--- config.mk ---
export PLATFORM = sky130hd
export DESIGN_NAME = sss_ctrl
export DESIGN_NICKNAME = d
export VERILOG_FILES = /design/src/core/sss_pkg.sv /design/src/core/sss_fifo.sv /design/src/core/sss_ctrl.sv
export SDC_FILE = /design/constraint.sdc
export NUM_CORES = 1
export LEC_CHECK = 0
export CORE_MARGIN = 2
export CORE_UTILIZATION = 25
export DETAILED_ROUTE_END_ITERATION = 12
export DONT_BUFFER_PORTS = 1
export PLACE_DENSITY_LB_ADDON = 0.25
export SETUP_SLACK_MARGIN = 0.3
export SYNTH_ARGS = -nofsm -noshare
export SYNTH_HDL_FRONTEND = slang
export SYNTH_SLANG_ARGS = --single-unit
--- constraint.sdc ---
create_clock -name clk_in -period 3.8 [get_ports clk_in]
set_input_delay 0.76 -clock clk_in [delete_from_list [all_inputs] [get_ports clk_in]]
set_output_delay 0.76 -clock clk_in [all_outputs]
set_load 0.02 [all_outputs]
--- src/core/sss_pkg.sv ---
// Purpose: shared constants for the synchronous sram select/sleep control block
// Assumes: 40 MHz single clock, 18-bit data, small internal array
// Notes:   widths fixed; array depth kept small for an on-chip model
package sss_pkg;
  localparam int unsigned DATA_W     = 18;
  localparam int unsigned ADDR_W     = 4;
  localparam int unsigned DEPTH      = 16;
  localparam int unsigned FIFO_DEPTH = 4;
  localparam int unsigned BURST_W    = 2;
  localparam logic        ORDER_LINEAR = 1'b0;
  localparam logic [DATA_W-1:0] DATA_RST = 18'h00000;
  localparam logic [BURST_W-1:0] BURST_RST = 2'h0;
  // synchroniser reset: selects read as deselected, clock gate as stalled
  localparam logic [7:0]         PIN_RST   = 8'h0e;
  typedef enum logic [1:0] {
    SSS_IDLE,
    SSS_ACTIVE,
    SSS_SLEEP
  } sss_state_t;
endpackage

--- src/core/sss_fifo.sv ---
// Purpose: small valid/ready fifo in the write data path
// Assumes: single clock, asynchronous active-low reset
// Notes:   full and empty come from an occupancy count
`timescale 1ns/10ps
`default_nettype none
module sss_fifo #(
  parameter int unsigned WIDTH = 18,
  parameter int unsigned DEPTH = 4
) (
  input  wire logic             clk_in,
  input  wire logic             rst_b_in,
  input  wire logic             in_valid_in,
  output logic                  in_ready_out,
  input  wire logic [WIDTH-1:0] in_data_in,
  output logic                  out_valid_out,
  input  wire logic             out_ready_in,
  output logic      [WIDTH-1:0] out_data_out
);
  localparam int unsigned PW = $clog2(DEPTH);
  logic [WIDTH-1:0] mem_q [DEPTH];
  logic [PW-1:0]    wr_q;
  logic [PW-1:0]    rd_q;
  logic [PW:0]      cnt_q;
  logic             push;
  logic             pop;

  assign in_ready_out  = (cnt_q != (PW+1)'(DEPTH));
  assign out_valid_out = (cnt_q != '0);
  assign out_data_out  = mem_q[rd_q];
  assign push = in_valid_in && in_ready_out;
  assign pop  = out_valid_out && out_ready_in;

  always_ff @(posedge clk_in or negedge rst_b_in)
  begin
    if (!rst_b_in)
    begin
      wr_q  <= '0;
      rd_q  <= '0;
      cnt_q <= '0;
    end
    else
    begin
      if (push)
        wr_q <= (wr_q == PW'(DEPTH-1)) ? '0 : wr_q + 1'b1;
      if (pop)
        rd_q <= (rd_q == PW'(DEPTH-1)) ? '0 : rd_q + 1'b1;
      if (push && !pop)
        cnt_q <= cnt_q + 1'b1;
      else if (pop && !push)
        cnt_q <= cnt_q - 1'b1;
    end
  end

  always_ff @(posedge clk_in)
  begin
    if (push)
      mem_q[wr_q] <= in_data_in;
  end
endmodule
`default_nettype wire

--- src/core/sss_ctrl.sv ---
// Purpose: chip-select decode, burst order, clock-gate stall and sleep control of a sync sram
// Assumes: all pins sampled through two flops on clk_in; controller honours its own duties
// Notes:   write data passes a 4-word fifo that drains into the array only on live edges
// Function
// - the device is selected only when select a is low, select b is high and select c is low.
// - burst addresses advance linearly when the order strap is 0 and interleaved when it is 1.
// - an edge with the clock gate inactive is a stall cycle in which nothing is written.
// - after sleep the data lines stay undriven until a later read drives them.
`timescale 1ns/10ps
`default_nettype none
module sss_ctrl
  import sss_pkg::*;
(
  input  wire logic                       clk_in,
  input  wire logic                       rst_b_in,
  input  wire logic                       chip_select_a_n_in,
  input  wire logic                       chip_select_b_in,
  input  wire logic                       chip_select_c_n_in,
  input  wire logic                       clock_gate_n_in,
  input  wire logic                       sleep_request_in,
  input  wire logic                       burst_order_in,
  input  wire logic                       write_n_in,
  input  wire logic                       advance_in,
  input  wire logic [sss_pkg::ADDR_W-1:0] addr_in,
  input  wire logic [sss_pkg::DATA_W-1:0] dq_in,
  output logic      [sss_pkg::DATA_W-1:0] dq_out,
  output logic                            dq_oe_out,
  output logic                            sleeping_out,
  output logic                            wr_ready_out
);
  import sss_pkg::*;

  // two-flop synchronisers; stage one feeds only stage two
  logic [7:0] s1_q;
  logic [7:0] s2_q;
  logic [ADDR_W-1:0] a1_q;
  logic [ADDR_W-1:0] a2_q;
  logic [DATA_W-1:0] d1_q;
  logic [DATA_W-1:0] d2_q;

  always_ff @(posedge clk_in or negedge rst_b_in)
  begin
    if (!rst_b_in)
    begin
      s1_q <= PIN_RST;
      s2_q <= PIN_RST;
      a1_q <= '0;
      a2_q <= '0;
      d1_q <= DATA_RST;
      d2_q <= DATA_RST;
    end
    else
    begin
      s1_q <= {advance_in, write_n_in, burst_order_in, sleep_request_in, clock_gate_n_in,
               chip_select_c_n_in, chip_select_b_in, chip_select_a_n_in};
      s2_q <= s1_q;
      a1_q <= addr_in;
      a2_q <= a1_q;
      d1_q <= dq_in;
      d2_q <= d1_q;
    end
  end

  logic cs_a_n;
  logic cs_b;
  logic cs_c_n;
  logic gate_n;
  logic sleep_req;
  logic order;
  logic wr_n;
  logic adv;
  assign cs_a_n    = s2_q[0];
  assign cs_b      = s2_q[1];
  assign cs_c_n    = s2_q[2];
  assign gate_n    = s2_q[3];
  assign sleep_req = s2_q[4];
  assign order     = s2_q[5];
  assign wr_n      = s2_q[6];
  assign adv       = s2_q[7];

  logic selected;
  logic live;
  assign selected = !cs_a_n && cs_b && !cs_c_n;
  assign live     = !gate_n;

  sss_state_t        state_q;
  logic [ADDR_W-1:0] base_q;
  logic [BURST_W-1:0] cnt_q;
  logic [ADDR_W-1:0] cur_addr;
  logic [BURST_W-1:0] offs;
  logic              start_acc;
  logic              adv_acc;
  logic              rd_acc;
  logic              wr_acc;
  logic              is_wr_q;
  logic [ADDR_W-1:0] acc_base;
  logic [BURST_W-1:0] acc_cnt;

  // a starting access uses the address taken on this edge, not the held base
  assign acc_base = start_acc ? a2_q : base_q;
  // an advance uses the next count, so a burst of up to 4 words never repeats its first word
  assign acc_cnt  = start_acc ? BURST_RST : cnt_q + 2'h1;
  // interleaved order flips low address bits instead of adding, so the burst wraps in place
  assign offs = (order == ORDER_LINEAR) ? acc_base[BURST_W-1:0] + acc_cnt
                                        : acc_base[BURST_W-1:0] ^ acc_cnt;
  assign cur_addr = {acc_base[ADDR_W-1:BURST_W], offs};

  // a new access needs a live edge, an awake part and a full select
  assign start_acc = live && (state_q != SSS_SLEEP) && selected && !adv;
  // an advance continues only an active burst, and only on a live edge
  assign adv_acc   = live && (state_q == SSS_ACTIVE) && adv;
  assign rd_acc    = (start_acc && wr_n) || (adv_acc && !is_wr_q);
  assign wr_acc    = (start_acc && !wr_n) || (adv_acc && is_wr_q);

  always_ff @(posedge clk_in or negedge rst_b_in)
  begin
    if (!rst_b_in)
    begin
      state_q <= SSS_IDLE;
      base_q  <= '0;
      cnt_q   <= BURST_RST;
      is_wr_q <= 1'b0;
    end
    else if (sleep_req)
      // relies on the controller having deselected first
      state_q <= SSS_SLEEP;
    else if (live)
    begin
      if (start_acc)
      begin
        state_q <= SSS_ACTIVE;
        base_q  <= a2_q;
        cnt_q   <= BURST_RST;
        is_wr_q <= !wr_n;
      end
      else if (adv_acc)
        cnt_q <= cnt_q + 1'b1;
      else if (state_q == SSS_SLEEP || !selected)
        state_q <= SSS_IDLE;
    end
  end

  // write data queue; array writes happen only on live edges
  logic              fifo_out_valid;
  logic [DATA_W-1:0] fifo_out_data;
  logic              fifo_in_ready;
  logic [ADDR_W-1:0] wa_q [FIFO_DEPTH];
  logic [1:0]        wa_wr_q;
  logic [1:0]        wa_rd_q;
  logic              drain;
  logic              push;
  assign push  = wr_acc && fifo_in_ready;
  assign drain = live && fifo_out_valid;

  sss_fifo #(
    .WIDTH (DATA_W),
    .DEPTH (FIFO_DEPTH)
  ) u_fifo (
    .clk_in        (clk_in),
    .rst_b_in      (rst_b_in),
    .in_valid_in   (wr_acc),
    .in_ready_out  (fifo_in_ready),
    .in_data_in    (d2_q),
    .out_valid_out (fifo_out_valid),
    .out_ready_in  (drain),
    .out_data_out  (fifo_out_data)
  );

  always_ff @(posedge clk_in or negedge rst_b_in)
  begin
    if (!rst_b_in)
    begin
      wa_wr_q <= '0;
      wa_rd_q <= '0;
    end
    else
    begin
      if (push)
        wa_wr_q <= wa_wr_q + 1'b1;
      if (drain)
        wa_rd_q <= wa_rd_q + 1'b1;
    end
  end

  always_ff @(posedge clk_in)
  begin
    if (push)
      wa_q[wa_wr_q] <= cur_addr;
  end

  logic [DATA_W-1:0] array_q [DEPTH];
  always_ff @(posedge clk_in)
  begin
    if (drain)
      array_q[wa_q[wa_rd_q]] <= fifo_out_data;
  end

  // outputs: registered; a stall edge holds dq_out and dq_oe_out unless sleep clears the drive
  always_ff @(posedge clk_in or negedge rst_b_in)
  begin
    if (!rst_b_in)
    begin
      dq_out       <= DATA_RST;
      dq_oe_out    <= 1'b0;
      sleeping_out <= 1'b0;
      wr_ready_out <= 1'b0;
    end
    else
    begin
      sleeping_out <= sleep_req;
      wr_ready_out <= fifo_in_ready;
      if (sleep_req || state_q == SSS_SLEEP)
        dq_oe_out <= 1'b0;
      else if (live)
      begin
        dq_oe_out <= rd_acc;
        if (rd_acc)
          dq_out <= array_q[cur_addr];
      end
    end
  end
endmodule
`default_nettype wire

==> flow_metrics.tcl, run 1 <==
set metrics [dict create \
    core_mm2 0.0714 \
    grt_usage_pct 11.1 \
    synth_area_per_cell_um2 18.3 \
    syn-num-nets 1028 \
    grt_overflow_total 0 \
    ys_ff_latch 477 \
    outcome "completed" \
    insertedDiodeCount 0 \
    antenna_left 0 \
    cts_tree "yes" \
    yosysTopAreaCell "edfxtp_1" \
    rows 98 \
    whs_ns 0.114 \
    routed_wl_mm 41.4 \
    first_pass_iters 5 \
    power.leakage_nw 7.97 \
    fin_skew_ns 0.0211 \
    die_height_um 272 \
    min_path_type "primary input to asynchronous set/reset pin" \
    clkLatencyLatePin_ns 0.59 \
    cpMaxStageDelayCell "dfstp_2" \
    root_buffer "clkbuf_16" \
    ys.flop_type "edfxtp_1" \
    grt_pass1_wl_mm 60.7 \
    fin_nets 1096 \
    io_buffers 0 \
    timing.final.crit_share_pct 88.9 \
    slew-limit-headroom_pct 37.3 \
    via_count 8834 \
    drc 0 \
    critPathMaxFanout 12 \
    synth-async-reset-ratio_pct 21.2 \
    crit_arrival_ns 3.85 \
    clockBufferDepth 3 \
    yosys-top-cells-area "edfxtp_1, dfrtp_1, mux2i_1" \
    tightest_slew_ns 0.941 \
    tns_ns 0 \
    r2r_setup_slack_ns 0.42 \
    synth_edf_count 376 \
    path_class "register to register" \
    netlist_area_mm2 0.0180 \
    clk_pin_slew_ns 0.07 \
    area_delta_synth_final_pct 19.6 \
    start_kind "register" \
    drive_gt1_share_pct 21.3 \
    report.final.slew_viol_count 0 \
    antenna_found_initial 0 \
    vdd.ir_drop.worst_uv 327 \
    synth_top_area_share_pct 62.8 \
    clock-sinks 477 \
    cp_data_required_time_ns 4.27 \
    endpoint_kind "register" \
    rsz0062_at_grt "true" \
    dp_hpwl_mm 24.3 \
    rr_worst_depth 12 \
    place.gp.congestion 0.714 \
    first_global_vias 9135 \
    cp-startpoint "s2_q[1]" \
    htree_levels 2 \
    period_needed_ns 3.38 \
    synthCells 984 \
    fmax_ghz 0.296 \
    final_hold_viol_count 0 \
    crit_chain "or3b_1 > nor4_4 > mux2_4 > ha_4 > clkbuf_4 > buf_4 > clkbuf_16 > mux2i_1 > a22oi_1 > and3_1 > a31oi_1 > o21ai_1" \
    slowest_delay_ns 0.51 \
    final-setup-viol-count 0 \
    crit_end "dq_out[4]" \
    ys_seq_area_share_pct 76.9 \
    max-cap-violations 0 \
    ios 53 \
    drtIter0Drc 656 \
    numCtsBuffers 49 \
    viasPerCell 4.32 \
    yosysWarnings 0 \
    die_area_mm2 0.0740 \
    worstReg2RegEnd "dq_out[4]" \
    grt_max_degree 98 \
    power_density_mw_per_mm2 670 \
    die_w_um 272 \
    wl_per_cell_um 20.2 \
    r2r_start "s2_q[1]" \
    start_util_pct 25.2 \
    ys_types 48 \
]
-- state kept, by name, summed over array words and instances (netlist names), 3 cells and up --
| name | flops |
|---|---|
| a1_q | 4 |
| a2_q | 4 |
| array_q | 288 |
| base_q | 4 |
| d1_q | 18 |
| d2_q | 18 |
| dq_out | 18 |
| s1_q | 8 |
| s2_q | 8 |
| u_fifo.cnt_q | 3 |
| u_fifo.mem_q | 72 |
| wa_q | 16 |
-- logic make-up after synthesis --
family | Yosys count | synth area share [%]
AND/OR/NAND/NOR | 108 | 3.11
XOR/XNOR | 9 | 0.543
flip-flops | 477 | 76.9
adder cells (fa/ha/maj) | 12 | 0.877
AO/OA/AOI/OAI | 139 | 5.32
multiplexers | 181 | 11.8
buffers and inverters | 58 | 1.40
-- critical path, delay by kind of cell, from the launching register on --
kind,cells,cell delay (ns)
AOI/OAI and AO/OA,3,0.33
and+or+nand+nor,3,0.96
DFF,1,0.51
muxes,2,0.56
buffers and inverters,3,0.53
adders and majority gates,1,0.36
-- synth_stat cells (2+ instances only) --
cell       count
clkbuf_1      28
o21ai_0       30
ha_1          11
a221o_1        4
o21ai_1        8
a31oi_1       15
mux2i_1      136
edfxtp_1     376
dfstp_2        6
buf_4          2
or3_1          2
nor2_1        27
inv_1          9
o31ai_1        2
buf_2         14
or2_2          3
mux4_2        22
a21oi_1        5
a22o_1         4
dfrtp_1       95
xor2_1         3
nand2b_1       6
o2111ai_1      4
xnor2_1        5
mux2_2        22
a22oi_1       57
and3_1        14
nand2_1       24
and2_1         8
nor2b_1        2
a221oi_1       7
buf_1          3
nor3_1         4
nand3_1       12
-- what timing repair did --
item	CTS	global route
cloned	0	4
hold buffers	2	0
pin swaps	1	2
gates resized for setup	3	14
setup buffers	2	12
endpoints found under the hold margin	97	0
setup endpoints to repair	9	14
-- cell usage in the layout, fill, tap and decap left out, types with 16 or more instances in the layout --
cell type,count
edfxtp_1,376
clkinv_2,16
o21ai_0,30
buf_4,47
mux2i_1,131
clkbuf_16,55
mux4_2,22
mux2_2,21
a22oi_1,57
nand2_1,24
dfrtp_1,95
-- how the worst min path moves through the flow --
stage	startpoint	endpoint	slack [ns]	depth (start not counted)
after floorplan	a1_q[0]	a2_q[0]	0.33	0
after global placement	d1_q[0]	d2_q[0]	0.33	0
after detailed placement	d1_q[0]	d2_q[0]	0.34	0
after CTS	rst_b_in	u_fifo.rd_q[0]	0.11	1
after global routing	chip_select_b_in	s1_q[1]	0.13	0
final	rst_b_in	u_fifo.rd_q[0]	0.11	1
-- metal layers --
metal | vias up | global-route usage (%) | part of all wire, %
li1 | 4015 | - | -
met1 | 4604 | 15.6 | 48
met2 | 156 | 17.5 | 46
met3 | 59 | 1.91 | 3.4
met4 | 0 | 3.21 | 2.1
met5 | - | 0 | 0
-- area by class of cell --
type	count	area (um^2)
fillers	7084	49900
flip-flops and latches	477	13800
multi-input cells	449	4060
clock buffers	64	1370
well taps	950	1190
repair buffers	65	739
clock inverters	28	268
inverters	10	38.8
-- power breakdown --
part           internal [W]  switching, W
Combinational      0.000981       0.00172
Sequential          0.00657      0.000252
Clock               0.00283       0.00205
Total                0.0104       0.00402
-- per-stage QoR --
| step | setup WS [ns] | util (%) | total power [W] | cell area, um^2 | std cells |
|---|---|---|---|---|---|
| after floorplan | 0.291 | - | 0.00845 | 18100 | 984 |
| after global placement | 0.195 | 27.3 | 0.00945 | 19500 | 1931 |
| after detailed placement | 0.169 | 27.3 | 0.00950 | 19500 | 1931 |
| after CTS | 0.331 | 29.7 | 0.0145 | 21200 | 2027 |
| after global routing | 0.224 | 30.1 | 0.0150 | 21500 | 2043 |
| final | 0.424 | 30.1 | 0.0144 | 21500 | 2043 |
Power figures use the tool's default switching activity.
==> inputs of run 2 (changes only) <==
--- a/config.mk
+++ b/config.mk
@@ -10,6 +10,7 @@
 export DETAILED_ROUTE_END_ITERATION = 12
 export DONT_BUFFER_PORTS = 1
 export PLACE_DENSITY_LB_ADDON = 0.25
+export REMOVE_ABC_BUFFERS = 1
 export SETUP_SLACK_MARGIN = 0.3
 export SYNTH_ARGS = -nofsm -noshare
 export SYNTH_HDL_FRONTEND = slang
==> run 2 against run 1 <==
Compared with the run above:
- die area unchanged
- first-iteration DRC count down 4.7%
- worst hold slack better by 0.0049 ns
- critical endpoint is now dq_out[2]
- flip-flop and latch count unchanged
- routed wire length up 0.89%
- via count up 0.87%
==> flow_metrics.tcl, run 2 (synthesis results as in run 1) <==
set metrics [dict create \
    outcome "completed" \
    worst-path-buf-inv 2 \
    io_buffers 0 \
    clk_pin_slew_ns 0.06 \
    via_count 8911 \
    routed_wl_mm 41.7 \
    tightest_slew_ns 0.944 \
    drtIter0Drc 625 \
    layout_commonest_cell "edfxtp_1" \
    first_pass_iters 5 \
    cpMaxStageDelayCell "dfstp_2" \
    fin_skew_ns 0.0185 \
    area.sequential_mm2 0.0138 \
    power.leakage_nw 7.89 \
    first_global_vias 9319 \
    rsz0062_at_grt "false" \
    grt_overflow_total 0 \
    clock-sinks 477 \
    area_delta_synth_final_pct 18.9 \
    place.gp.congestion 0.716 \
    core_mm2 0.0714 \
    die_height_um 272 \
    endpoint_kind "register" \
    power_density_mw_per_mm2 671 \
    crit_arrival_ns 3.84 \
    wl_per_cell_um 20.4 \
    fmax_ghz 0.298 \
    final_hold_viol_count 0 \
    dp_hpwl_mm 23.2 \
    path_class "register to register" \
    grt_max_degree 99 \
    mostFrequentLayoutCells "edfxtp_1, mux2i_1, dfrtp_1" \
    start_util_pct 25.2 \
    antenna_left 0 \
    crit_chain "or3b_1 > nor4_4 > buf_4 > nor2_1 > ha_4 > buf_6 > mux2_2 > o21ai_0 > a221o_1 > a221oi_1 > a22o_1" \
    start_kind "register" \
    multi_input_area_mm2 0.00401 \
    layoutNonFillerInstCount 2041 \
    min_path_type "primary input to asynchronous set/reset pin" \
    final-setup-viol-count 0 \
    drive_gt1_share_pct 19.1 \
    cts_tree "yes" \
    fin_nets 1091 \
    max-cap-violations 0 \
    slowest_delay_ns 0.50 \
    timing.final.crit_share_pct 88.3 \
    grt_pass1_wl_mm 61.8 \
    place_inst 1933 \
    vdd.ir_drop.worst_uv 331 \
    root_buffer "clkbuf_16" \
    numCtsBuffers 53 \
    htree_levels 2 \
    critPathMaxFanout 13 \
    drc 0 \
    grt_usage_pct 11.3 \
    viasPerCell 4.37 \
    clockBufferDepth 3 \
    slew-limit-headroom_pct 37.1 \
    die_area_mm2 0.0740 \
    tns_ns 0 \
    clkLatencyLatePin_ns 0.61 \
    cp_data_required_time_ns 4.29 \
    die_w_um 272 \
    report.final.slew_viol_count 0 \
    crit_family "simple AND/OR/NAND/NOR gates" \
    fillerInstances 7044 \
    ios 53 \
    period_needed_ns 3.36 \
    largest_register_ffs 288 \
    antenna_found_initial 0 \
    rows 98 \
]
==> run 2: area by class of cell <==
class | count | area share (%)
sequential | 477 | 64.7
tap | 950 | 5.56
clock buffer | 78 | 7.03
inverter | 10 | 0.199
multi-input combinational | 449 | 18.8
clock inverter | 20 | 1.02
antenna | 1 | 0.0117
timing repair buffer | 56 | 2.68
==> run 2: power breakdown <==
group          total [W]  switching, W  leakage, nW  internal [W]
Combinational    0.00251       0.00163         2.45      0.000882
Clock            0.00501       0.00206        0.836       0.00295
Sequential       0.00682      0.000256         4.61       0.00657
==> run 2: timing repair <==
action	in CTS	in global routing
endpoints found under the setup margin	5	18
gates resized for setup	2	0
cloned	0	1
buffers inserted	0	6
pin swaps	0	1
hold buffers	2	0
endpoints found under the hold margin	98	0
==> run 2: worst paths after layout <==
kind / startpoint / endpoint / slack [ns] / cells after the start
max: s2_q[1] / dq_out[2] / 0.44 / 11
max in group asynchronous: rst_b_in / s2_q[1] / 2.97 / 1
min: rst_b_in / d1_q[2] / 0.12 / 1
min reg2reg: s1_q[0] / s2_q[0] / 0.33 / 0
max reg2reg: s2_q[1] / dq_out[2] / 0.44 / 11
min in group clk_in: chip_select_b_in / s1_q[1] / 0.16 / 0
==> run 2: through the flow <==
| stage | total power [W] | area [um^2] | hold WS, ns | setup slack [ns] | utilization [%] |
|---|---|---|---|---|---|
| after CTS | 0.0145 | 21300 | 0.122 | 0.307 | 29.8 |
| after global placement | 0.00937 | 19500 | 0.334 | 0.334 | 27.3 |
| after global routing | 0.0150 | 21400 | 0.120 | 0.290 | 29.9 |
| after detailed placement | 0.00942 | 19500 | 0.335 | 0.281 | 27.3 |
| final | 0.0143 | 21400 | 0.119 | 0.444 | 29.9 |
| after floorplan | 0.00850 | 17800 | 0.331 | -4.13 | - |
==> run 2: worst reg2reg max path: stages (launching register included) <==
cell	delay [ns]
dfstp_2	0.50
or3b_1	0.40
nor4_4	0.25
buf_4	0.30
nor2_1	0.13
ha_4	0.40
buf_6	0.22
mux2_2	0.38
o21ai_0	0.19
a221o_1	0.20
a221oi_1	0.08
a22o_1	0.21
==> run 2: per-layer routing <==
metal	vias up	track usage, %	part of all wire, %
li1	4000	-	-
met5	-	0	0
met2	173	18.8	49
met4	0	2.96	2.0
met1	4674	14.9	45
met3	64	2.39	4.3
